### src/rtl/usbep_pkg.sv
package usbep_pkg;
  // register map: sixteen endpoint words, then interrupt status, mask and mode
  localparam int unsigned EP_COUNT = 16;
  localparam logic [7:0] EP_BASE_ADDR = 8'h00;     // endpoint n at 4*n
  localparam logic [7:0] INT_STATUS_ADDR = 8'h40;  // sticky event bits
  localparam logic [7:0] INT_MASK_ADDR = 8'h44;    // interrupt enables
  localparam logic [7:0] MODE_ADDR = 8'h48;        // host mode select
  // endpoint control field positions
  localparam int unsigned LOW_SPEED_DIRECT_EN_BIT = 7;
  localparam int unsigned RETRY_DIS_BIT = 6;
  localparam int unsigned CON_DIS_BIT = 4;
  localparam int unsigned RX_EN_BIT = 3;
  localparam int unsigned TX_EN_BIT = 2;
  localparam int unsigned STALL_BIT = 1;
  localparam int unsigned HSHK_BIT = 0;
  // writable masks: endpoint zero in host mode, and every other case
  localparam logic [15:0] EP0_HOST_MASK = 16'h00df;
  localparam logic [15:0] EP_PLAIN_MASK = 16'h001f;
  localparam logic [15:0] EP_RESET = 16'h0000;
  // interrupt status bits
  localparam int unsigned IRQ_STALL_BIT = 0;
  localparam int unsigned IRQ_REFUSE_BIT = 1;
  localparam logic [1:0] IRQ_RESET = 2'h0;
  // axi response codes
  localparam logic [1:0] RESP_OKAY = 2'h0;
  localparam logic [1:0] RESP_SLVERR = 2'h2;
  // transaction kinds seen from the link engine
  localparam logic [1:0] TOK_OUT = 2'h0;
  localparam logic [1:0] TOK_IN = 2'h1;
  localparam logic [1:0] TOK_SETUP = 2'h2;
endpackage

### src/rtl/usbep_ctrl.sv
// How it works
// - sixteen endpoint control words, endpoints 0 to 15
// - endpoint zero bit 7 enables low-speed direct
// - endpoint zero bit 6 set stops NAK retries
// - bit 6 clear lets hardware retry NAKs
// - bits 7 and 6 exist only ep0, host
// - elsewhere bits 7 and 6 read zero
// - tx, rx and bit 4 set refuse SETUP
// - tx, rx and bit 4 clear accept SETUP
// - bit 4 ignored unless tx and rx set
// - receive allowed only with receive enable
// - transmit allowed only with transmit enable
// - stall bit set when endpoint stalled
// - handshake bit set enables handshakes
//
// Added by the designer: the AXI4-Lite slave port and the placing of the registers.
module usbep_ctrl
  import usbep_pkg::*;
(
  input wire logic aclk,
  input wire logic aresetn,
  input wire logic [7:0] s_axi_awaddr,
  input wire logic s_axi_awvalid,
  output logic s_axi_awready,
  input wire logic [31:0] s_axi_wdata,
  input wire logic [3:0] s_axi_wstrb,
  input wire logic s_axi_wvalid,
  output logic s_axi_wready,
  output logic [1:0] s_axi_bresp,
  output logic s_axi_bvalid,
  input wire logic s_axi_bready,
  input wire logic [7:0] s_axi_araddr,
  input wire logic s_axi_arvalid,
  output logic s_axi_arready,
  output logic [31:0] s_axi_rdata,
  output logic [1:0] s_axi_rresp,
  output logic s_axi_rvalid,
  input wire logic s_axi_rready,
  input wire logic tok_valid,
  input wire logic [3:0] tok_ep,
  input wire logic [1:0] tok_kind,
  input wire logic tok_stall,
  input wire logic tok_nak,
  output logic tok_accept,
  output logic tok_refuse,
  output logic tok_handshake,
  output logic tok_retry,
  output logic low_speed_direct_en,
  output logic irq
);

  // state type for the write channel pairing
  typedef enum logic [2:0] {
    W_IDLE = 3'b001,
    W_RESP = 3'b010,
    W_HOLD = 3'b100
  } usbep_wst_t;

  // endpoint storage and control state
  logic [15:0] ep_q [EP_COUNT];          // endpoint control words
  logic [15:0] ep_d [EP_COUNT];
  logic host_mode_q, host_mode_d;        // host mode select
  logic [1:0] ists_q, ists_d;            // sticky interrupt status
  logic [1:0] imask_q, imask_d;          // interrupt mask
  usbep_wst_t wst_q, wst_d;              // write channel state
  logic aw_got_q, aw_got_d;              // write address held
  logic w_got_q, w_got_d;                // write data held
  logic [7:0] awaddr_q, awaddr_d;
  logic [15:0] wdata_q, wdata_d;
  logic [1:0] wstrb_q, wstrb_d;
  logic [1:0] bresp_q, bresp_d;
  logic rvalid_q, rvalid_d;
  logic [31:0] rdata_q, rdata_d;
  logic [1:0] rresp_q, rresp_d;
  logic acc_q, acc_d, ref_q, ref_d, hs_q, hs_d, rty_q, rty_d;
  logic irq_q, irq_d;
  logic lsd_q, lsd_d;  // low-speed direct level
  logic [2:0] rdy_q, rdy_d;  // aw, w and ar ready flops

  // writable bits of one endpoint word
  function automatic logic [15:0] ep_mask(input logic [3:0] n, input logic host);
    ep_mask = (n == 4'h0 && host) ? EP0_HOST_MASK : EP_PLAIN_MASK;
  endfunction

  // decode of an endpoint word address
  function automatic logic is_ep(input logic [7:0] a);
    is_ep = (a[7:6] == EP_BASE_ADDR[7:6]) && (a[1:0] == 2'h0);
  endfunction

  // is the address one of the mapped words
  function automatic logic is_mapped(input logic [7:0] a);
    is_mapped = is_ep(a) || a == INT_STATUS_ADDR || a == INT_MASK_ADDR
      || a == MODE_ADDR;
  endfunction

  // readback value of one address
  function automatic logic [31:0] rd_value(input logic [7:0] a);
    logic [3:0] n;
    n = a[5:2];
    rd_value = 32'h0000_0000;
    if (is_ep(a))
    begin
      rd_value = {16'h0000, ep_q[n] & ep_mask(n, host_mode_q)};
    end
    else if (a == INT_STATUS_ADDR)
    begin
      rd_value = {30'h0, ists_q};
    end
    else if (a == INT_MASK_ADDR)
    begin
      rd_value = {30'h0, imask_q};
    end
    else if (a == MODE_ADDR)
    begin
      rd_value = {31'h0, host_mode_q};
    end
  endfunction

  // next-state logic for registers, bus and link answers
  always_comb
  begin
    logic [15:0] cur;
    logic [15:0] m;
    logic [15:0] wbits;
    logic [3:0] wn;
    logic bidir;
    logic wr_fire;
    cur = 16'h0000;
    m = 16'h0000;
    wn = awaddr_q[5:2];
    wbits = {{8{wstrb_q[1]}}, {8{wstrb_q[0]}}};
    bidir = 1'b0;
    for (int i = 0; i < EP_COUNT; i++)
    begin
      ep_d[i] = ep_q[i];
    end
    host_mode_d = host_mode_q;
    ists_d = ists_q;
    imask_d = imask_q;
    wst_d = wst_q;
    aw_got_d = aw_got_q;
    w_got_d = w_got_q;
    awaddr_d = awaddr_q;
    wdata_d = wdata_q;
    wstrb_d = wstrb_q;
    bresp_d = bresp_q;
    rvalid_d = rvalid_q;
    rdata_d = rdata_q;
    rresp_d = rresp_q;
    acc_d = 1'b0;
    ref_d = 1'b0;
    hs_d = 1'b0;
    rty_d = 1'b0;
    wr_fire = 1'b0;
    // write channel: take address and data in either order
    case (wst_q)
      W_IDLE:
      begin
        if (s_axi_awvalid && !aw_got_q)
        begin
          aw_got_d = 1'b1;
          awaddr_d = s_axi_awaddr;
        end
        if (s_axi_wvalid && !w_got_q)
        begin
          w_got_d = 1'b1;
          wdata_d = s_axi_wdata[15:0];
          wstrb_d = s_axi_wstrb[1:0];
        end
        if (aw_got_q && w_got_q)
        begin
          wst_d = W_RESP;
        end
      end
      W_RESP:
      begin
        // perform the write one cycle before the response
        wr_fire = 1'b1;
        bresp_d = is_mapped(awaddr_q) ? RESP_OKAY : RESP_SLVERR;
        wst_d = W_HOLD;
      end
      W_HOLD:
      begin
        if (s_axi_bready)
        begin
          wst_d = W_IDLE;
          aw_got_d = 1'b0;
          w_got_d = 1'b0;
        end
      end
      default:
      begin
        wst_d = W_IDLE;
      end
    endcase
    // link events: stall marking and token verdicts
    if (tok_valid)
    begin
      cur = ep_q[tok_ep] & ep_mask(tok_ep, host_mode_q);
      bidir = cur[TX_EN_BIT] && cur[RX_EN_BIT];
      if (tok_stall)
      begin
        ep_d[tok_ep][STALL_BIT] = 1'b1;
        ists_d[IRQ_STALL_BIT] = 1'b1;
      end
      case (tok_kind)
        TOK_SETUP: acc_d = bidir && !cur[CON_DIS_BIT];
        TOK_OUT: acc_d = cur[RX_EN_BIT];
        TOK_IN: acc_d = cur[TX_EN_BIT];
        default: acc_d = 1'b0;
      endcase
      ref_d = !acc_d;
      hs_d = acc_d && cur[HSHK_BIT];
      // ep0 host-only retry control; set bit stops retries
      rty_d = tok_nak && !(tok_ep == 4'h0 && cur[RETRY_DIS_BIT]);
      if (!acc_d)
      begin
        ists_d[IRQ_REFUSE_BIT] = 1'b1;
      end
    end
    // register write; hardware set wins over clear, except on a status bit that was already set
    if (wr_fire)
    begin
      if (is_ep(awaddr_q))
      begin
        m = ep_mask(wn, host_mode_q) & wbits;
        ep_d[wn] = (ep_q[wn] & ~m) | (wdata_q & m);
        if (tok_valid && tok_stall && tok_ep == wn)
        begin
          ep_d[wn][STALL_BIT] = 1'b1;
        end
      end
      else if (awaddr_q == INT_STATUS_ADDR && wstrb_q[0])
      begin
        ists_d = ists_d & ~(wdata_q[1:0] & ~(ists_d ^ ists_q))
          | (ists_d & ~ists_q);
      end
      else if (awaddr_q == INT_MASK_ADDR && wstrb_q[0])
      begin
        imask_d = wdata_q[1:0];
      end
      else if (awaddr_q == MODE_ADDR && wstrb_q[0])
      begin
        host_mode_d = wdata_q[0];
      end
    end
    // read channel: one cycle from address to data
    if (rvalid_q)
    begin
      if (s_axi_rready)
      begin
        rvalid_d = 1'b0;
      end
    end
    else if (s_axi_arvalid)
    begin
      rvalid_d = 1'b1;
      rdata_d = rd_value(s_axi_araddr);
      rresp_d = is_mapped(s_axi_araddr) ? RESP_OKAY : RESP_SLVERR;
    end
    irq_d = |(ists_d & imask_d);
    lsd_d = host_mode_q && ep_q[0][LOW_SPEED_DIRECT_EN_BIT];
    rdy_d = {wst_d == W_IDLE && !aw_got_d, wst_d == W_IDLE && !w_got_d, !rvalid_d};
  end

  // registered state, synchronous active-low reset
  always_ff @(posedge aclk)
  begin
    if (!aresetn)
    begin
      for (int i = 0; i < EP_COUNT; i++)
      begin
        ep_q[i] <= EP_RESET;
      end
      host_mode_q <= 1'b0;
      ists_q <= IRQ_RESET;
      imask_q <= IRQ_RESET;
      wst_q <= W_IDLE;
      aw_got_q <= 1'b0;
      w_got_q <= 1'b0;
      awaddr_q <= 8'h00;
      wdata_q <= 16'h0000;
      wstrb_q <= 2'h0;
      bresp_q <= RESP_OKAY;
      rvalid_q <= 1'b0;
      rdata_q <= 32'h0000_0000;
      rresp_q <= RESP_OKAY;
      acc_q <= 1'b0;
      ref_q <= 1'b0;
      hs_q <= 1'b0;
      rty_q <= 1'b0;
      irq_q <= 1'b0;
      lsd_q <= 1'b0;
      rdy_q <= 3'h7;
    end
    else
    begin
      for (int i = 0; i < EP_COUNT; i++)
      begin
        ep_q[i] <= ep_d[i];
      end
      host_mode_q <= host_mode_d;
      ists_q <= ists_d;
      imask_q <= imask_d;
      wst_q <= wst_d;
      aw_got_q <= aw_got_d;
      w_got_q <= w_got_d;
      awaddr_q <= awaddr_d;
      wdata_q <= wdata_d;
      wstrb_q <= wstrb_d;
      bresp_q <= bresp_d;
      rvalid_q <= rvalid_d;
      rdata_q <= rdata_d;
      rresp_q <= rresp_d;
      acc_q <= acc_d;
      ref_q <= ref_d;
      hs_q <= hs_d;
      rty_q <= rty_d;
      irq_q <= irq_d;
      lsd_q <= lsd_d;
      rdy_q <= rdy_d;
    end
  end

  // outputs straight from flops
  assign s_axi_awready = rdy_q[2];
  assign s_axi_wready = rdy_q[1];
  assign s_axi_bvalid = wst_q[2];
  assign s_axi_bresp = bresp_q;
  assign s_axi_arready = rdy_q[0];
  assign s_axi_rvalid = rvalid_q;
  assign s_axi_rdata = rdata_q;
  assign s_axi_rresp = rresp_q;
  assign tok_accept = acc_q;
  assign tok_refuse = ref_q;
  assign tok_handshake = hs_q;
  assign tok_retry = rty_q;
  assign low_speed_direct_en = lsd_q;
  assign irq = irq_q;

endmodule

### config.mk
export PLATFORM = sky130hd
export DESIGN_NAME = usbep_ctrl
export DESIGN_NICKNAME = d
export VERILOG_FILES = /design/src/rtl/usbep_pkg.sv /design/src/rtl/usbep_ctrl.sv
export SDC_FILE = /design/constraint.sdc
export NUM_CORES = 1
export LEC_CHECK = 0
export BUFFER_PORTS_ARGS = -buffer_cell sky130_fd_sc_hd__buf_2
export CAP_MARGIN = 5
export CORE_ASPECT_RATIO = 2
export CORE_MARGIN = 1.5
export CORE_UTILIZATION = 58
export DETAILED_ROUTE_END_ITERATION = 16
export PLACE_DENSITY = 0.81
export SYNTH_ARGS = -nofsm -noshare
export SYNTH_HDL_FRONTEND = slang
export SYNTH_SLANG_ARGS = --single-unit
### constraint.sdc
create_clock -name aclk -period 4.1 [get_ports aclk]
set_clock_uncertainty 0.05 [all_clocks]
set_input_delay 0.615 -clock aclk [delete_from_list [all_inputs] [get_ports aclk]]
set_output_delay 0.615 -clock aclk [all_outputs]
set_load 0.1 [all_outputs]
-- Word-level counts from Yosys, hierarchy flattened
Memory sizes are Yosys's and may differ from the RTL's. A register that Yosys moved wholly into a read port is not among the register bits.
Cells that the tools add are included.
- register bits: 82
- RAM bits: 256
- input bits: 68
- output and inout bits: 47
- memories kept: 1
- $lt $le $gt $ge: 4
- equality and inequality tests: 13
- muxes and demuxes: 66
- bitwise logic cells: 40
- reduce and logical (&&, ||, !) cells: 51
- memories (name ; words ; bits a word ; read ports ; clocked after memory_dff ; write ports ; line ; RTL):
    ep_q ; 16 ; 16 ; 19 ; 1 ; 16 ; usbep_ctrl.sv:60 ; logic [15:0] ep_q [EP_COUNT];
- operator list (operator ; count):
    two-way mux 256 bit ; 5
    bitwise OR 256 bit ; 2
    two-way mux 16 bit ; 18
    bitwise mux 256 bit ; 1
    demux 16 bit (select 4 bit) ; 3
    == test 8 x 7 -> 1 bit (second input constant) ; 6
    bitwise AND 16 bit ; 2
    two-way mux 2 bit ; 14
    logical AND 1 bit ; 23
    bitwise AND 16 x 8 -> 16 bit ; 1
    bitwise AND 8 x 16 -> 16 bit ; 1
    two-way mux 8 bit ; 2
    NOT 16 bit ; 1
    bitwise OR 1 bit ; 16
    bitwise OR 16 bit ; 1
    two-way mux 1 bit ; 14
    zero test 4 bit ; 3
    >= comparator 5 bit (second input constant) ; 2
    zero test 2 bit ; 5
    < comparator 5 x 1 -> 1 bit (second input constant) ; 2
    NOT 4 -> 5 bit ; 2
    one-hot mux 3 bit (3 select lines) ; 1
    bitwise AND 2 bit ; 4
    zero test 1 bit ; 8
    other kinds (20) ; 37

-- Depth between registers and ports, before layout
- word-level depth: 21
- mapped depth: 13
- gate-level depth less buffers: 11

-- Least setup slack after synthesis
No wires, ideal clock.
- path kind: input-to-reg
- start: input port tok_ep[0]
- end: register irq_q (netlist: irq)
- setup time: 0.117 ns
- arrival time: 3.013 ns
- data required time: 3.933 ns
- slack: 0.920 ns
- stages on the path: 12
- path buffers: 2
- cells stage by stage: buf_2 clkbuf_1 mux4_2 a22oi_1 nand3_1 a31oi_1 a21o_1 ha_1 nand3_1 a22oi_1 o22ai_1 a22o_1
- cells in the longest elaborated chain, start to end: 19
- elaborated cells between the ends (all ways): 21
- those cells by class: mux (7); bitwise (9); reduce/logical (4); memory (1)
- RTL lines (what ; line ; RTL):
    start: declaration ; usbep_ctrl.sv:40 ; input wire logic [3:0] tok_ep,
    memory (16 x 16 bit) * ; -- ;
    bitwise AND 7 bit * ; usbep_ctrl.sv:199 ; cur = ep_q[tok_ep] & ep_mask(tok_ep, host_mode_q);
    logical AND 1 bit or zero test 1 bit (tied branches) ; usbep_ctrl.sv:200, usbep_ctrl.sv:207 ;
    logical AND 1 bit ; usbep_ctrl.sv:207 ; TOK_SETUP: acc_d = bidir && !cur[CON_DIS_BIT];
    one-hot mux 1 bit (3 select lines) * ; usbep_ctrl.sv:206 ; case (tok_kind)
    two-way mux 1 bit * ; usbep_ctrl.sv:197 ; if (tok_valid)
    two-way mux 1 bit * ; usbep_ctrl.sv:216 ; if (!acc_d)
    two-way mux 2 bit * ; usbep_ctrl.sv:197 ;
    [3 not listed] ; -- ;
    NOT 2 bit ; usbep_ctrl.sv:235 ; ists_d = ists_d & ~(wdata_q[1:0] & ~(ists_d ^ ists_q))
    bitwise AND 2 bit ; usbep_ctrl.sv:235 ;
    bitwise OR 2 bit ; usbep_ctrl.sv:236 ; | (ists_d & ~ists_q);
    two-way mux 2 bit ; usbep_ctrl.sv:233 ; else if (awaddr_q == INT_STATUS_ADDR && wstrb_q[0])
    two-way mux 2 bit ; usbep_ctrl.sv:224 ; if (is_ep(awaddr_q))
    two-way mux 2 bit * ; usbep_ctrl.sv:222 ; if (wr_fire)
    bitwise AND 2 bit * ; usbep_ctrl.sv:261 ; irq_d = |(ists_d & imask_d);
    OR reduction 2 bit * ; usbep_ctrl.sv:261 ;
    end signal: assignment ; usbep_ctrl.sv:319 ; irq_q <= irq_d;
    end: declaration ; usbep_ctrl.sv:76 ; logic irq_q, irq_d;
Every way passes the cells marked *; elsewhere a longest branch is shown, timed or not. The select of a mux whose other input is x is not followed.
A chain may end at the register's enable or synchronous reset.

-- Final worst setup path
- start: input port tok_ep[1]
- end: register irq_q (netlist: irq)
Same word-level chain as after synthesis.

==> out/metrics.cfg <==
[final_layout]
fin_nets = 880
area_growth_pct = 9.93
antennaDiodeCount = 0
layout-drive-gt1-share = 0.233
layoutNonFillerInstCount = 1012
design_area_sq_um = 9020
post-route-util = 0.649

[sta]
drv_slew = 0
setup_ws_ns = 0.728
max_freq_mhz = 297
fin_crit_ns = 3.37
tightest_slew_ns = 1.23
hold_viol = 0
fin_setup_tns_ns = 0
setup_viol = 0
min_period_over_period = 0.822
rsz0062_at_grt = no
slew_headroom = 0.174

[routing]
drt-pass1-iter-count = 8
drc = 0
wl_mm = 24.1
via_per_inst = 6.85
wl_per_cell_um = 23.9
dr.first_iter.drc_count = 829
postRouteAntennaNets = 0
vias = 6933

[die]
die_w_um = 87.1
placementRows = 61
die_y_um = 171
core_sq_um = 13900
start_util = 0.591
num_io_pins = 115
dieArea_sq_um = 14900

[logic_synthesis]
synth.distinct_cells = 53
ys_warn_count = 0
synth-xor-area-share = 0.00427
synthMuxAreaShare = 0.257
postSynthCellCount = 781
synthFlopType = dfxtp_1
syn-cell-area_sq_um = 8200
synth_edf_count = 0
synth_adder_area_share = 0.00305
ys_ff_latch = 161
async_flop_share = 0
synthSimpleGateAreaFrac = 0.0905
ys_seq_area_frac = 0.393
synth_compound_area_frac = 0.183
avgSynthCellArea_sq_um = 10.5
synth_top_family_by_area = multiplexers

[clock_network]
numCtsBuffers = 17
cts_tree = built
htreeDepth = 4
postCtsHoldBufs = 0
clockBufferDepth = 2
clock_latency_ns = 0.44
clock_sinks = 161
postCtsSetupRepairBufs = 0
cts_resized = 0
path_clk_slew_ns = 0.06
clock-root-buffer = clkbuf_16

[place]
dp_hpwl_mm = 15.7
gp_congestion = 0.933
placed_cell_area_sq_um = 8420
port_buffers = 59
place_ws_ns = 0.540
dp.cells = 980

[worst_setup_path]
regToRegEndpoint = ep_q[15][6]$_SDFFE_PN0P_
rrSetupSlack_ns = 0.95
crit_fanout = 22
worst_setup_path_end_kind = register
r2r_cells = 6
worstSetupPathType = in2reg
cp.arrival_ns = 3.65
required_ns = 4.38
crit_path_start_kind = input port

[global_routing]
first_global_vias = 6752
grt_pass1_wl_mm = 36.9
overflow = 0
grt_max_degree = 100
antenna_found_initial = 0
grt_usage = 0.338

[job]
cap_violations = 0

[power_and_ir_drop]
p_per_area_nw_per_um2 = 407
p_leak_nw = 3.43
peakVddDrop_uv = 234

[hold_path]
hp-class = in2reg
worstHoldStart = s_axi_awaddr[1]
holdPathEnd = awaddr_q[1]$_SDFFE_PN0P_
hold_depth = 3

[status]
status = complete, no violations

==> cells in the final DEF, fill, tap and decap left out, types with 5 or more instances in the layout <==
master / n
nor3b_1: 5
buf_4: 13
nand2b_1: 9
mux4_2: 68
nor3_2: 10
buf_2: 59
o21ai_0: 111
nor2b_1: 5
nor3_1: 10
dfxtp_1: 161
nand2_1: 12
mux2i_1: 25
mux4_1: 8
mux2i_4: 5
a21oi_1: 122
clkbuf_16: 17
a211oi_1: 10
conb_1: 27
nand3_1: 14
a21o_1: 10
inv_1: 8
nor2_1: 48
==> cell families after synthesis <==
kind of cell,Yosys count
AOI/OAI and AO/OA,275
DFF,161
and+or+nand+nor,134
muxes,106
buffers and inverters,98
xor gates and xnor gates,4
adders and majority gates,2
other,1
==> synthesized netlist by cell type, drive strengths merged, types with 2 or more instances <==
library cell  number  area share
a311oi             4      0.0043
a211oi            12       0.013
nor4               4      0.0031
or3                2      0.0021
o21ai            111       0.068
a31oi              3      0.0023
buf               59       0.051
and3               3      0.0023
mux2i             30       0.044
nor2b              6      0.0055
xnor2              3      0.0032
a21oi            122       0.074
a21o              10      0.0092
o21a               3      0.0027
or2                3      0.0023
dfxtp            161        0.39
nand3             14      0.0085
and4               2      0.0021
a22oi              4      0.0037
nor2              48       0.022
inv                8      0.0037
nor3              21       0.020
mux4              76        0.21
nand2b             9      0.0069
nor3b              5      0.0046
ha                 2      0.0031
nand2             12      0.0055
clkbuf            30       0.014
==> where the power goes <==
part,leakage (nW),internal (mW),switching [mW]
Combinational,1.84,0.104,0.307
Clock,0.283,0.988,0.642
Sequential,1.30,1.59,0.0356
Total,3.43,2.68,0.985
==> area by class of cell <==
class | count | area (sq um)
inverter | 9 | 33.8
sequential | 161 | 3220
timing repair buffer | 73 | 413
multi-input combinational | 548 | 4510
fill | 1060 | 4870
tap | 189 | 236
clock buffer | 23 | 468
clock inverter | 9 | 131
==> per-layer routing <==
layer	GRT usage	up-vias	wire, um	share of wire
met1	0.361	3315	7710	0.32
met3	0.0758	169	2080	0.086
met4	0.258	0	2160	0.089
met2	0.569	503	12200	0.51
met5	0	-	0	0
li1	-	2946	-	-
==> state kept, by name (all words and copies together) (netlist names), 2 cells and up, named ones only <==
name,count
awaddr_q,8
imask_q,2
s_axi_rdata,7
ep_q,112
wst_q,3
rdy_q,3
ists_q,2
wdata_q,7
==> per-stage QoR <==
step / power, mW / hold WS, ns
global placement: 2.06 / 0.389
finish: 3.67 / 0.369
CTS: 3.66 / 0.366
detailed placement: 2.06 / 0.399
global route: 3.75 / 0.383
floorplan: 2.01 / 0.391
==> critical path, cell delays in order <==
cell     delay [ns]
buf_2          0.49
mux4_2         0.63
a22oi_1        0.26
and3_1         0.24
o21ai_0        0.09
a31oi_1        0.34
a21o_1         0.18
ha_1           0.11
nand3_1        0.09
a22oi_1        0.22
o22ai_1        0.13
a22o_1         0.24
==> worst max-delay path by stage <==
stage / start / end / cells past startpoint
finish: tok_ep[1] / irq$_SDFF_PN0_ / 12
global route: tok_ep[1] / irq$_SDFF_PN0_ / 12
CTS: tok_ep[1] / irq$_SDFF_PN0_ / 12
detailed placement: tok_ep[1] / irq$_SDFF_PN0_ / 12
global placement: tok_ep[1] / irq$_SDFF_PN0_ / 12
floorplan: tok_ep[0] / irq$_SDFF_PN0_ / 12
Power figures use the tool's default switching activity.
